## src/rtl/ufi_pkg.sv

```systemverilog
/*
 * Shared constants and carrier types for the unit format and identify command handler.
 * Assumes a single 125 MHz clock domain and a surrounding drive controller that owns the media.
 */
package ufi_pkg;

    // ==========================================================
    // Command codes and feature value
    // ==========================================================
    localparam logic [7:0] UFI_CMD_FORMAT = 8'hF7;
    localparam logic [7:0] UFI_CMD_IDENTIFY = 8'hEC;
    localparam logic [7:0] UFI_CMD_ERASE_PREP = 8'hF3;
    localparam logic [7:0] UFI_FEAT_FORMAT = 8'h11;

    // ==========================================================
    // Status and error bit positions
    // ==========================================================
    localparam int UFI_ST_BSY = 7;
    localparam int UFI_ST_RDY = 6;
    localparam int UFI_ST_DSC = 4;
    localparam int UFI_ST_DRQ = 3;
    localparam int UFI_ST_ERR = 0;
    localparam int UFI_ER_ABT = 2;
    localparam logic [7:0] UFI_STATUS_RST = 8'h50;
    localparam logic [7:0] UFI_ERROR_RST = 8'h00;
    localparam logic [7:0] UFI_DHS_RST = 8'hA0;

    // ==========================================================
    // Sizes
    // ==========================================================
    localparam int UFI_LBA_W = 48;
    localparam int UFI_SECTOR_WORDS = 256;
    localparam int UFI_WIDX_W = 8;
    localparam int UFI_DEFECT_DEPTH = 16;
    localparam int UFI_DIDX_W = 4;
    localparam logic [UFI_LBA_W-1:0] UFI_LBA_ZERO = 48'h0000_0000_0000;
    localparam logic [UFI_LBA_W-1:0] UFI_LBA_ONE = 48'h0000_0000_0001;

    // ==========================================================
    // Carriers
    // ==========================================================
    // Host write to the command block
    typedef struct packed {
        logic feature_we;
        logic dhs_we;
        logic cmd_we;
        logic [7:0] wdata;
    } ufi_host_wr_t;

    // Media write request to the drive back end
    typedef struct packed {
        logic valid;
        logic [UFI_LBA_W-1:0] lba;
    } ufi_media_req_t;

    typedef enum logic [2:0] {
        UFI_IDLE = 3'b000,
        UFI_MERGE = 3'b001,
        UFI_WIPE = 3'b010,
        UFI_WAIT = 3'b011,
        UFI_SEND = 3'b100,
        UFI_DONE = 3'b101
    } ufi_state_t;

endpackage : ufi_pkg

```

## src/rtl/ufi_defect_store.sv

```systemverilog
/*
 * Defect and reassignment list store with a merge operation.
 * Assumes the controller holds off new reassignments while a merge runs.
 */
`timescale 1ns/1ps
module ufi_defect_store (
    input wire logic clk,
    input wire logic resetn,
    input wire logic realloc_we,
    input wire logic [ufi_pkg::UFI_LBA_W-1:0] realloc_lba,
    input wire logic clear_all,
    input wire logic merge_step,
    input wire logic [ufi_pkg::UFI_DIDX_W-1:0] merge_idx,
    output logic [ufi_pkg::UFI_DIDX_W:0] realloc_count,
    output logic [ufi_pkg::UFI_DIDX_W:0] defect_count
);
    logic [ufi_pkg::UFI_LBA_W-1:0] realloc_mem [ufi_pkg::UFI_DEFECT_DEPTH];
    logic [ufi_pkg::UFI_LBA_W-1:0] defect_mem [ufi_pkg::UFI_DEFECT_DEPTH];
    logic [ufi_pkg::UFI_DIDX_W:0] rcnt_r;
    logic [ufi_pkg::UFI_DIDX_W:0] dcnt_r;
    logic merge_last;

    // Last merge step is the one that copies the newest reassignment
    assign merge_last = {1'b0, merge_idx} == rcnt_r - 1'b1;

    // ==========================================================
    // Reassignment list, cleared after merge
    // ==========================================================
    // Kept until folded in; clearing on the format strobe would merge nothing
    always_ff @(posedge clk) begin
        if (!resetn) begin
            rcnt_r <= '0;
        end else if (merge_step && merge_last) begin
            rcnt_r <= '0;
        end else if (realloc_we && rcnt_r < ufi_pkg::UFI_DEFECT_DEPTH) begin
            realloc_mem[rcnt_r[ufi_pkg::UFI_DIDX_W-1:0]] <= realloc_lba;
            rcnt_r <= rcnt_r + 1'b1;
        end
    end

    // ==========================================================
    // Defect list, rebuilt from the reassignments
    // ==========================================================
    // Clear drops old entries; merge then appends each reassignment in order
    always_ff @(posedge clk) begin
        if (!resetn || clear_all) begin
            dcnt_r <= '0;
        end else if (merge_step && dcnt_r < ufi_pkg::UFI_DEFECT_DEPTH) begin
            defect_mem[dcnt_r[ufi_pkg::UFI_DIDX_W-1:0]] <= realloc_mem[merge_idx];
            dcnt_r <= dcnt_r + 1'b1;
        end
    end

    assign realloc_count = rcnt_r;
    assign defect_count = dcnt_r;
endmodule : ufi_defect_store

```

## src/rtl/ufi_cmd_core.sv

```systemverilog
/*
 * Command handler for whole-unit format and identify on the command block registers.
 * Assumes host writes arrive as one-cycle strobes and the media back end acknowledges writes.
 */
// How it works
// - Command F7h with feature 11h is decoded as the whole-unit format.
// - Formatting folds reassigned sectors into the defect list, clears reassignments, then writes every sector.
// - The new lists are usable as soon as the format completes.
// - All earlier defect list contents are discarded by the format; reassignments are kept by merging them into the new defect list.
// - The format runs from block 0 through the native maximum block, ignoring reduced capacity.
// - Hidden protected regions are initialised too.
// - A format without a preceding erase-prepare F3h is aborted with an abort error.
// - The format has no data transfer phase.
// - Command ECh sends exactly one sector of configuration data.
`timescale 1ns/1ps
module ufi_cmd_core (
    input wire logic clk,
    input wire logic resetn,
    input wire ufi_pkg::ufi_host_wr_t host_wr,
    input wire logic [ufi_pkg::UFI_LBA_W-1:0] native_max_lba,
    input wire logic realloc_we,
    input wire logic [ufi_pkg::UFI_LBA_W-1:0] realloc_lba,
    input wire logic media_ack,
    input wire logic [15:0] ident_word,
    input wire logic data_rd,
    output logic [7:0] status_flags,
    output logic [7:0] error_flags,
    output logic [7:0] drive_head_select,
    output ufi_pkg::ufi_media_req_t media_req,
    output logic [ufi_pkg::UFI_WIDX_W-1:0] ident_addr,
    output logic [15:0] data_out,
    output logic lists_valid
);
    ufi_pkg::ufi_state_t state_r;
    logic [7:0] feature_r;
    logic [7:0] status_r;
    logic [7:0] error_r;
    logic [7:0] dhs_r;
    logic prep_armed_r;
    logic [ufi_pkg::UFI_LBA_W-1:0] lba_r;
    logic [ufi_pkg::UFI_LBA_W-1:0] max_r;
    logic [ufi_pkg::UFI_DIDX_W:0] merge_r;
    logic [ufi_pkg::UFI_WIDX_W:0] word_r;
    logic req_r;
    logic [15:0] dout_r;
    logic lists_valid_r;
    logic clear_all;
    logic merge_step;
    logic [ufi_pkg::UFI_DIDX_W:0] rcount;
    logic [ufi_pkg::UFI_DIDX_W:0] dcount;
    logic fmt_go;
    logic fmt_abort;
    logic id_go;
    logic other_cmd;

    // ==========================================================
    // Command decode
    // ==========================================================
    // Commands are ignored while busy, as on a real command block
    assign fmt_go = host_wr.cmd_we && state_r == ufi_pkg::UFI_IDLE && host_wr.wdata == ufi_pkg::UFI_CMD_FORMAT
                    && feature_r == ufi_pkg::UFI_FEAT_FORMAT && prep_armed_r;
    assign fmt_abort = host_wr.cmd_we && state_r == ufi_pkg::UFI_IDLE && host_wr.wdata == ufi_pkg::UFI_CMD_FORMAT
                       && !(feature_r == ufi_pkg::UFI_FEAT_FORMAT && prep_armed_r);
    assign id_go = host_wr.cmd_we && state_r == ufi_pkg::UFI_IDLE
                   && host_wr.wdata == ufi_pkg::UFI_CMD_IDENTIFY;
    assign other_cmd = host_wr.cmd_we && state_r == ufi_pkg::UFI_IDLE && !fmt_go && !fmt_abort && !id_go;
    assign clear_all = fmt_go;
    assign merge_step = state_r == ufi_pkg::UFI_MERGE && merge_r < rcount;

    // ==========================================================
    // Plain registers
    // ==========================================================
    always_ff @(posedge clk) begin
        if (!resetn) begin
            feature_r <= 8'h00;
            dhs_r <= ufi_pkg::UFI_DHS_RST;
        end else begin
            if (host_wr.feature_we) begin
                feature_r <= host_wr.wdata;
            end
            if (host_wr.dhs_we) begin
                dhs_r <= host_wr.wdata;
            end
        end
    end

    // Erase-prepare arms only the very next command
    always_ff @(posedge clk) begin
        if (!resetn) begin
            prep_armed_r <= 1'b0;
        end else if (host_wr.cmd_we && state_r == ufi_pkg::UFI_IDLE) begin
            prep_armed_r <= host_wr.wdata == ufi_pkg::UFI_CMD_ERASE_PREP;
        end
    end

    // ==========================================================
    // Sequencer
    // ==========================================================
    always_ff @(posedge clk) begin
        if (!resetn) begin
            state_r <= ufi_pkg::UFI_IDLE;
            merge_r <= '0;
            lba_r <= ufi_pkg::UFI_LBA_ZERO;
            max_r <= ufi_pkg::UFI_LBA_ZERO;
            word_r <= '0;
        end else begin
            unique case (state_r)
                ufi_pkg::UFI_IDLE: begin
                    merge_r <= '0;
                    word_r <= '0;
                    lba_r <= ufi_pkg::UFI_LBA_ZERO;
                    if (fmt_go) begin
                        // Native maximum, not the reduced user limit
                        max_r <= native_max_lba;
                        state_r <= ufi_pkg::UFI_MERGE;
                    end else if (id_go) begin
                        state_r <= ufi_pkg::UFI_SEND;
                    end
                end
                ufi_pkg::UFI_MERGE: begin
                    // Merge finishes before any sector is written
                    if (merge_r < rcount) begin
                        merge_r <= merge_r + 1'b1;
                    end else begin
                        state_r <= ufi_pkg::UFI_WIPE;
                    end
                end
                ufi_pkg::UFI_WIPE: begin
                    state_r <= ufi_pkg::UFI_WAIT;
                end
                ufi_pkg::UFI_WAIT: begin
                    if (media_ack) begin
                        if (lba_r == max_r) begin
                            state_r <= ufi_pkg::UFI_DONE;
                        end else begin
                            lba_r <= lba_r + ufi_pkg::UFI_LBA_ONE;
                            state_r <= ufi_pkg::UFI_WIPE;
                        end
                    end
                end
                ufi_pkg::UFI_SEND: begin
                    if (data_rd) begin
                        word_r <= word_r + 1'b1;
                        if (word_r == ufi_pkg::UFI_SECTOR_WORDS - 1) begin
                            state_r <= ufi_pkg::UFI_DONE;
                        end
                    end
                end
                ufi_pkg::UFI_DONE: begin
                    state_r <= ufi_pkg::UFI_IDLE;
                end
                default: begin
                    state_r <= ufi_pkg::UFI_IDLE;
                end
            endcase
        end
    end

    // ==========================================================
    // Status and error
    // ==========================================================
    always_ff @(posedge clk) begin
        if (!resetn) begin
            status_r <= ufi_pkg::UFI_STATUS_RST;
            error_r <= ufi_pkg::UFI_ERROR_RST;
        end else if (fmt_abort || other_cmd) begin
            status_r <= ufi_pkg::UFI_STATUS_RST | 8'h01;
            error_r <= 8'h04;
        end else if (fmt_go) begin
            status_r <= 8'h80;
            error_r <= 8'h00;
        end else if (id_go) begin
            status_r <= 8'h80;
            error_r <= 8'h00;
        end else if (state_r == ufi_pkg::UFI_SEND) begin
            status_r <= 8'h58; // Data ready for the host
        end else if (state_r == ufi_pkg::UFI_DONE) begin
            status_r <= ufi_pkg::UFI_STATUS_RST;
        end
    end

    // ==========================================================
    // Media request, identify data, list validity
    // ==========================================================
    always_ff @(posedge clk) begin
        if (!resetn) begin
            req_r <= 1'b0;
            dout_r <= 16'h0000;
            lists_valid_r <= 1'b1;
        end else begin
            req_r <= state_r == ufi_pkg::UFI_WIPE;
            dout_r <= ident_word;
            if (fmt_go) begin
                lists_valid_r <= 1'b0;
            end else if (state_r == ufi_pkg::UFI_DONE) begin
                lists_valid_r <= 1'b1;
            end
        end
    end

    ufi_defect_store u_store (
        .clk(clk),
        .resetn(resetn),
        .realloc_we(realloc_we && state_r == ufi_pkg::UFI_IDLE),
        .realloc_lba(realloc_lba),
        .clear_all(clear_all),
        .merge_step(merge_step),
        .merge_idx(merge_r[ufi_pkg::UFI_DIDX_W-1:0]),
        .realloc_count(rcount),
        .defect_count(dcount)
    );

    assign status_flags = status_r;
    assign error_flags = error_r;
    assign drive_head_select = dhs_r;
    assign media_req = '{valid: req_r, lba: lba_r};
    assign ident_addr = word_r[ufi_pkg::UFI_WIDX_W-1:0];
    assign data_out = dout_r;
    assign lists_valid = lists_valid_r;
endmodule : ufi_cmd_core

```

## config.mk

```make
export PLATFORM = sky130hd
export DESIGN_NAME = ufi_cmd_core
export DESIGN_NICKNAME = d
export VERILOG_FILES = /design/src/rtl/ufi_pkg.sv /design/src/rtl/ufi_defect_store.sv /design/src/rtl/ufi_cmd_core.sv
export SDC_FILE = /design/constraint.sdc
export NUM_CORES = 1
export LEC_CHECK = 0
export BUFFER_PORTS_ARGS = -buffer_cell sky130_fd_sc_hd__buf_2
export CORE_MARGIN = 2
export CORE_UTILIZATION = 25
export DETAILED_ROUTE_END_ITERATION = 10
export GPL_ROUTABILITY_DRIVEN = 0
export PLACE_DENSITY = 0.51
export SETUP_SLACK_MARGIN = 0.3
export SYNTH_ARGS = -nofsm -noshare
export SYNTH_HDL_FRONTEND = slang
export SYNTH_HIERARCHICAL = 1
export SYNTH_SLANG_ARGS = --single-unit
```

## constraint.sdc

```tcl
create_clock -name clk -period 3.2 [get_ports clk]
set_clock_uncertainty 0.1 [all_clocks]
set_input_delay 0.96 -clock clk [delete_from_list [all_inputs] [get_ports clk]]
set_output_delay 0.96 -clock clk [all_outputs]
set_load 0.05 [all_outputs]
```

# Word level (Yosys, flattened, before mapping)
# Index checks and enable logic that the tools add are counted.
# Widths: inputs -> output; s select.
word_totals:
  reg_bits: 159
  latch_bits: 0
  ramBits: 0
  mem_bits_ro: 0
  mem_count: 0
classes:
  n_addsub: 5
  multipliers: 0
  n_div: 0
  order_cmp: 2
  eq_ne: 19
  n_shift: 0
  n_mux: 25
  bitwise_logic: 1
  reduce_logical: 36
op_table:
  columns: ["op", "n"]
  rows:
  - ["$mux 48", 2]
  - ["$pmux 48 s2", 1]
  - ["$add 48x1->48 const B", 1]
  - ["$eq 48x48->1", 1]
  - ["$mux 8", 4]
  - ["$mux 3", 10]
  - ["$eq 8x8->1 const B", 3]
  - ["$pmux 9 s2", 1]
  - ["$pmux 3 s5", 1]
  - ["$logic_and 1x1->1", 14]
  - ["$add 5x1->5 const B", 2]
  - ["$ne 2x2->1 const B", 5]
  - ["$pmux 5 s2", 1]
  - ["$reduce_bool 2->1", 5]
  - ["$add 9x1->9 const B", 1]
  - ["$eq 9x8->1 const B", 1]
  - ["$mux 9", 1]
  - ["$eq 8x5->1 const B", 1]
  - ["$eq 3x2->1 const B", 2]
  - ["$eq 3x3->1 const B", 2]
  - ["$reduce_and 2->1", 3]
  - ["$eq 4x5->1", 1]
  - ["$lt 5x5->1", 1]
  - ["$lt 5x5->1 const B", 1]
  - ["other kinds (17)", 23]

# Depth between registers and ports, before layout
# Gate-level depths: netlist of run 1.
logic_depth:
  depth_word: 11
  mapped_depth: 11
  depth_no_buf: 10

# Modules after synthesis
# The synthesis of run 1 kept the hierarchy.
by_module_without_submodules:
  columns: ["module", "n_inst", "cells_per_inst", "area_per_inst_um2", "seq_area_each_um2"]
  rows:
  - ["ufi_cmd_core", 1, 868, 7169.4, 3062.9]
  - ["ufi_defect_store", 1, 60, 544.3, 200.2]

# Least setup slack after synthesis of run 1
# OpenSTA, ideal clock, no wires.
synth_path:
  path_kind: "input to register"
  start: "input port host_wr[3] (netlist bit)"
  end: "register, netlist name u_store/defect_count[0]"
  setup_ps: 118
  t_arrival_ps: 2678
  slack_ps: 304
  cell_stages: 9
  path_buffers: 2
  path_cell_list: "and4b_1 > nor4bb_1 > nand4b_1 > or3_1 > clkbuf_1 > clkinv_1 > clkbuf_1 > nand2b_1 > nor2_1"
synth_rtl:
  columns: ["element", "line", "source"]
  rows:
  - ["start, declared", "ufi_cmd_core.sv:19", "input wire ufi_pkg::ufi_host_wr_t host_wr,"]

# Worst setup path in the final report of run 1
layout_path:
  start: "register lba_r[19] (netlist bit)"
  end: "register lba_r[40] (netlist bit)"
layout_via:
  elab_chain_len: 4
  word_cells_on_any_way: 7
layout_rtl:
  columns: ["element", "line", "source"]
  rows:
  - ["start, declared", "ufi_cmd_core.sv:40", "logic [ufi_pkg::UFI_LBA_W-1:0] lba_r;"]
  - ["start signal, assigned", "ufi_cmd_core.sv:103", "lba_r <= ufi_pkg::UFI_LBA_ZERO;"]
  - ["start signal, assigned", "ufi_cmd_core.sv:111", "lba_r <= ufi_pkg::UFI_LBA_ZERO;"]
  - ["start signal, assigned", "ufi_cmd_core.sv:136", "lba_r <= lba_r + ufi_pkg::UFI_LBA_ONE;"]
  - ["$add 48x1->48", "ufi_cmd_core.sv:136", null]
  - ["$mux 48", "ufi_cmd_core.sv:133", "if (lba_r == max_r) begin"]
  - ["$mux 48", "ufi_cmd_core.sv:132", "if (media_ack) begin"]
  - ["$pmux 48 s2", "ufi_cmd_core.sv:107", "unique case (state_r)"]
# Several ways; a longest one is shown, not always the timed one. The select of a mux whose other input is x is not followed.
# A chain may end at the register's enable or synchronous reset.

==> results of run 1 <==
final cells by class:
cell class	count	share of cell area
clock buffer	19	0.0470
multi-input combinational	671	0.421
tap	390	0.0518
clock inverter	13	0.0198
sequential	158	0.336
inverter	17	0.00677
timing repair buffer	198	0.117
placed cells by master, fill, tap and decap left out, drive strengths merged, types with 9 or more instances in the layout:
master / count
buf: 198
inv: 18
a21oi: 91
and3: 9
xnor2: 14
nor2: 59
o21ai: 33
nand4: 36
xor2: 56
conb: 10
or3: 32
clkbuf: 19
dfxtp: 158
and2: 21
mux2i: 18
nand2: 140
nor4: 16
or4: 12
nor3: 14
ha: 10
nand3: 30
path summary, 6_finish.rpt:
check / startpoint / endpoint / slack (ns) / cells after the start
max: lba_r[19]$_SDFFE_PN0P_ / lba_r[40]$_SDFFE_PN0P_ / 0.46 / 7
min: max_r[43]$_SDFFE_PN0N_ / max_r[43]$_SDFFE_PN0N_ / 0.37 / 2
max reg2reg: lba_r[19]$_SDFFE_PN0P_ / lba_r[40]$_SDFFE_PN0P_ / 0.46 / 7
min reg2reg: max_r[43]$_SDFFE_PN0N_ / max_r[43]$_SDFFE_PN0N_ / 0.37 / 2
through the flow:
| stage | hold slack, ns | utilization | total power (µW) | cell area [µm²] | setup WS (ns) |
|---|---|---|---|---|---|
| after floorplan | 0.348 | - | 3130 | 7540 | 0.375 |
| after global placement | 0.354 | 0.296 | 3570 | 8780 | 0.164 |
| after detailed placement | 0.359 | 0.296 | 3580 | 8780 | 0.160 |
| after CTS | 0.367 | 0.318 | 5800 | 9410 | 0.465 |
| after global routing | 0.386 | 0.318 | 6020 | 9420 | 0.349 |
| final | 0.367 | 0.318 | 5740 | 9420 | 0.462 |
worst max-delay path, stage by stage (launching register included):
cell and delay (ns):
dfxtp_1 0.61, nand4_2 0.20, nor2_4 0.23, nand4_4 0.14, or2_0 0.38, or4_4 0.56, or3_1 0.31, a21oi_1 0.14
power by group:
| group | total, µW | switching (µW) | internal, µW |
|---|---|---|---|
| registers | 2100 | 65.8 | 2030 |
| clock network | 2210 | 877 | 1330 |
| logic | 1430 | 1010 | 426 |
registers in the layout, summed over array words and instances (netlist names), 3 cells and up:
signal / cells
state_r: 3
u_store/realloc_count: 5
status_flags: 4
merge_r: 5
word_r: 9
feature_r: 8
lba_r: 48
data_out: 16
max_r: 48
drive_head_select: 8
layer usage:
| layer | up-vias | GRT usage | share of wire |
|---|---|---|---|
| met5 | - | 0 | 0 |
| met4 | 0 | 0.0502 | 0.013 |
| met3 | 24 | 0.0261 | 0.042 |
| met2 | 177 | 0.242 | 0.45 |
| met1 | 3266 | 0.226 | 0.49 |
| li1 | 3483 | - | - |
==> flow_summary.json, run 1 <==
{
  "num_rows": 63,
  "grt_max_degree": 78,
  "cts_tree": "built",
  "status": "finished, final reports clean",
  "hp-class": "flop to flop",
  "fp.coreArea_um2": 29600,
  "p_leak_uw": 0.00392,
  "worst_setup_path_end_kind": "flop",
  "die_height_um": 177,
  "vias": 6950,
  "tightest_slew_ns": 0.636,
  "dp.cells": 1434,
  "hold_viol_final": 0,
  "wl_per_cell_um": 16.8,
  "diodes": 0,
  "worstSetupStartpointType": "flop",
  "htreeDepth": 4,
  "dieArea_um2": 31400,
  "postCtsSetupRepairBufs": 0,
  "avgSynthCellArea_um2": 8.29,
  "fin_cells": 1466,
  "power_density_nw_per_um2": 609,
  "seqCellArea_um2": 3160,
  "syn_inst": 906,
  "cts_root_buffer": "clkbuf_16",
  "nFillCells": 3236,
  "path_max_fanout": 8,
  "clk_latency_ns": 0.44,
  "postRouteWirelength_mm": 24.6,
  "hold_buffers": 0,
  "grt_usage": 0.158,
  "cts_buffer_depth": 2,
  "arrival_ns": 3.00,
  "nets": 1201,
  "min_period_over_period": 0.856,
  "maxCapViolCount": 0,
  "start_util": 0.253,
  "rsz0062_at_grt": "no",
  "port_buffers": 167,
  "drive_gt1_frac": 0.228,
  "clock-sinks": 158,
  "drc": 0,
  "die_w_um": 177,
  "antenna_found_initial": 0,
  "area_delta_synth_final_pct": 25.4,
  "first_pass_iters": 6,
  "crit_required_ns": 3.47,
  "grt_pass1_wl_mm": 37.9,
  "vias_per_cell": 4.74,
  "cts_inserted_buffers": 17,
  "grt_pass1_vias": 6418,
  "tns_ns": 0,
  "ys_warn_count": 6,
  "max_freq_ghz": 0.365,
  "drtIter0Drc": 469,
  "setup-violations-final": 0,
  "dp_hpwl_mm": 18.5,
  "syn-cell-area_um2": 7510,
  "cts_resized": 0,
  "io_pins": 226,
  "multi_input_area_um2": 3970,
  "slew_violations": 0,
  "clkTransAtPathRegs_ns": 0.07,
  "grt_overflow": 0,
  "ir_drop_mv": 0.363,
  "path_class": "flop to flop",
  "relSlewSlack": 0.573,
  "finalCriticalPeriod_ns": 2.74,
  "final_antenna_net_count": 0
}
No activity file was read; power rests on OpenSTA's default activity.
==> inputs of run 2 (changes only) <==
==> constraint.sdc (replaced) <==
create_clock -name clk -period 2.6 [get_ports clk]
set_clock_uncertainty 0.1 [all_clocks]
set_input_delay 0.78 -clock clk [delete_from_list [all_inputs] [get_ports clk]]
set_output_delay 0.78 -clock clk [all_outputs]
set_load 0.05 [all_outputs]
==> flow_summary.json, run 2 (synthesized netlist as in run 1, its figures left out) <==
{
  "port_buffers": 167,
  "path_class": "flop to flop",
  "vias_per_cell": 4.78,
  "cts_inserted_buffers": 17,
  "antenna_found_initial": 2,
  "htreeDepth": 4,
  "tightest_slew_ns": 0.670,
  "p_leak_uw": 0.00437,
  "final_antenna_net_count": 0,
  "clk_latency_ns": 0.44,
  "num_rows": 63,
  "power_density_nw_per_um2": 800,
  "relSlewSlack": 0.553,
  "max_freq_ghz": 0.412,
  "die_height_um": 177,
  "seqPwrFrac": 0.311,
  "clock-sinks": 158,
  "vias": 7292,
  "io_pins": 226,
  "swShare": 0.358,
  "final_common_cell": "buf_2",
  "ir_drop_mv": 0.439,
  "clkTransAtPathRegs_ns": 0.08,
  "worst_setup_path_end_kind": "flop",
  "final_cell_mix": "buf_2 (167), nand2_1 (137), dfxtp_1 (108)",
  "first_pass_iters": 4,
  "worstSetupStartpointType": "flop",
  "hp-class": "flop to flop",
  "crit_required_ns": 2.87,
  "fp.coreArea_um2": 29600,
  "dp_hpwl_mm": 18.9,
  "drive_gt1_frac": 0.349,
  "wl_per_cell_um": 17.2,
  "cts_tree": "built",
  "grt_pass1_wl_mm": 38.0,
  "grt_usage": 0.159,
  "die_w_um": 177,
  "hold_buffers": 0,
  "path_max_fanout": 3,
  "drtIter0Drc": 473,
  "start_util": 0.253,
  "maxCapViolCount": 0,
  "finalCriticalPeriod_ns": 2.43,
  "slew_violations": 0,
  "status": "finished, final reports clean",
  "grt_pass1_vias": 6721,
  "clkPwrFrac": 0.314,
  "min_period_over_period": 0.933,
  "switchingPower_uw": 2970,
  "rsz0062_at_grt": "yes",
  "whs_ns": 0.369,
  "arrival_ns": 2.70,
  "area_delta_synth_final_pct": 38.2,
  "setup-violations-final": 0,
  "cts_root_buffer": "clkbuf_16",
  "combinationalPowerShare": 0.375,
  "postRouteWirelength_mm": 26.2,
  "dieArea_um2": 31400,
  "nets": 1260,
  "grt_overflow": 0,
  "drc": 0,
  "grt_max_degree": 83,
  "cts_buffer_depth": 2,
  "tns_ns": 0,
  "p_int_uw": 5330,
  "hold_viol_final": 0
}
[run 2: changes by cell type in the layout (fill, tap and decap cells not counted), moves of 7 or more]
cell,previous run,this run
dfxtp_2,0,34
dfxtp_4,0,16
o21ai_0,31,21
buf_4,28,69
o21ai_2,0,8
buf_6,0,7
dfxtp_1,158,108
[run 2: through the flow]
step / cells / instance area (µm²) / total power (µW) / setup WS (ns) / utilization
floorplan: 915 / 7740 / 3880 / 0.214 / -
global placement: 1466 / 9160 / 4610 / -0.0855 / 0.309
detailed placement: 1466 / 9160 / 4610 / -0.121 / 0.309
CTS: 1507 / 9880 / 7410 / 0.166 / 0.333
global route: 1525 / 10400 / 8640 / 0.0810 / 0.350
finish: 1526 / 10400 / 8300 / 0.173 / 0.350
[run 2: routing by layer]
metal	track usage	share of wire
met5	0	0.00050
met4	0.0471	0.020
met3	0.0341	0.057
met2	0.255	0.47
met1	0.214	0.46
[run 2: power by group through the flow]
stage	Clock, µW	Combinational [µW]	Sequential (µW)
floorplan	0	1160	2710
global placement	0	1980	2630
detailed placement	0	1980	2630
CTS	2680	2150	2570
global route	2780	3270	2590
finish	2610	3120	2580
[run 2: final timing paths]
| check | start | endpoint | slack (ns) | cells past startpoint |
|---|---|---|---|---|
| max reg2reg | lba_r[21]$_SDFFE_PN0P_ | lba_r[35]$_SDFFE_PN0P_ | 0.17 | 8 |
| max | lba_r[21]$_SDFFE_PN0P_ | lba_r[35]$_SDFFE_PN0P_ | 0.17 | 8 |
| min | max_r[26]$_SDFFE_PN0N_ | max_r[26]$_SDFFE_PN0N_ | 0.37 | 2 |
| min reg2reg | max_r[26]$_SDFFE_PN0N_ | max_r[26]$_SDFFE_PN0N_ | 0.37 | 2 |
[run 2: final cells by class]
type                            count  area, µm²
Fill cell                        3164      19300
Multi-Input combinational cell    671       4220
Clock buffer                       17        425
Clock inverter                     15        174
Inverter                           17       66.3
Tap cell                          390        488
Timing Repair Buffer              257       1740
Sequential cell                   158       3270
Antenna cell                        1       2.50
[run 2: timing repair]
action                     in CTS  in global routing
setup endpoints to repair      37                101
buffers inserted                8                 11
pin swaps                      11                 56
cloned                          1                  7
resized for setup              14                 63
[run 2: worst max-delay path, cell delays in order, from the launching register on]
cell	delay (ns)
dfxtp_4	0.38
buf_4	0.13
and4_4	0.23
and3_1	0.18
nand4_1	0.10
or4_1	0.43
a2111o_1	0.35
or3_1	0.32
a21oi_1	0.15
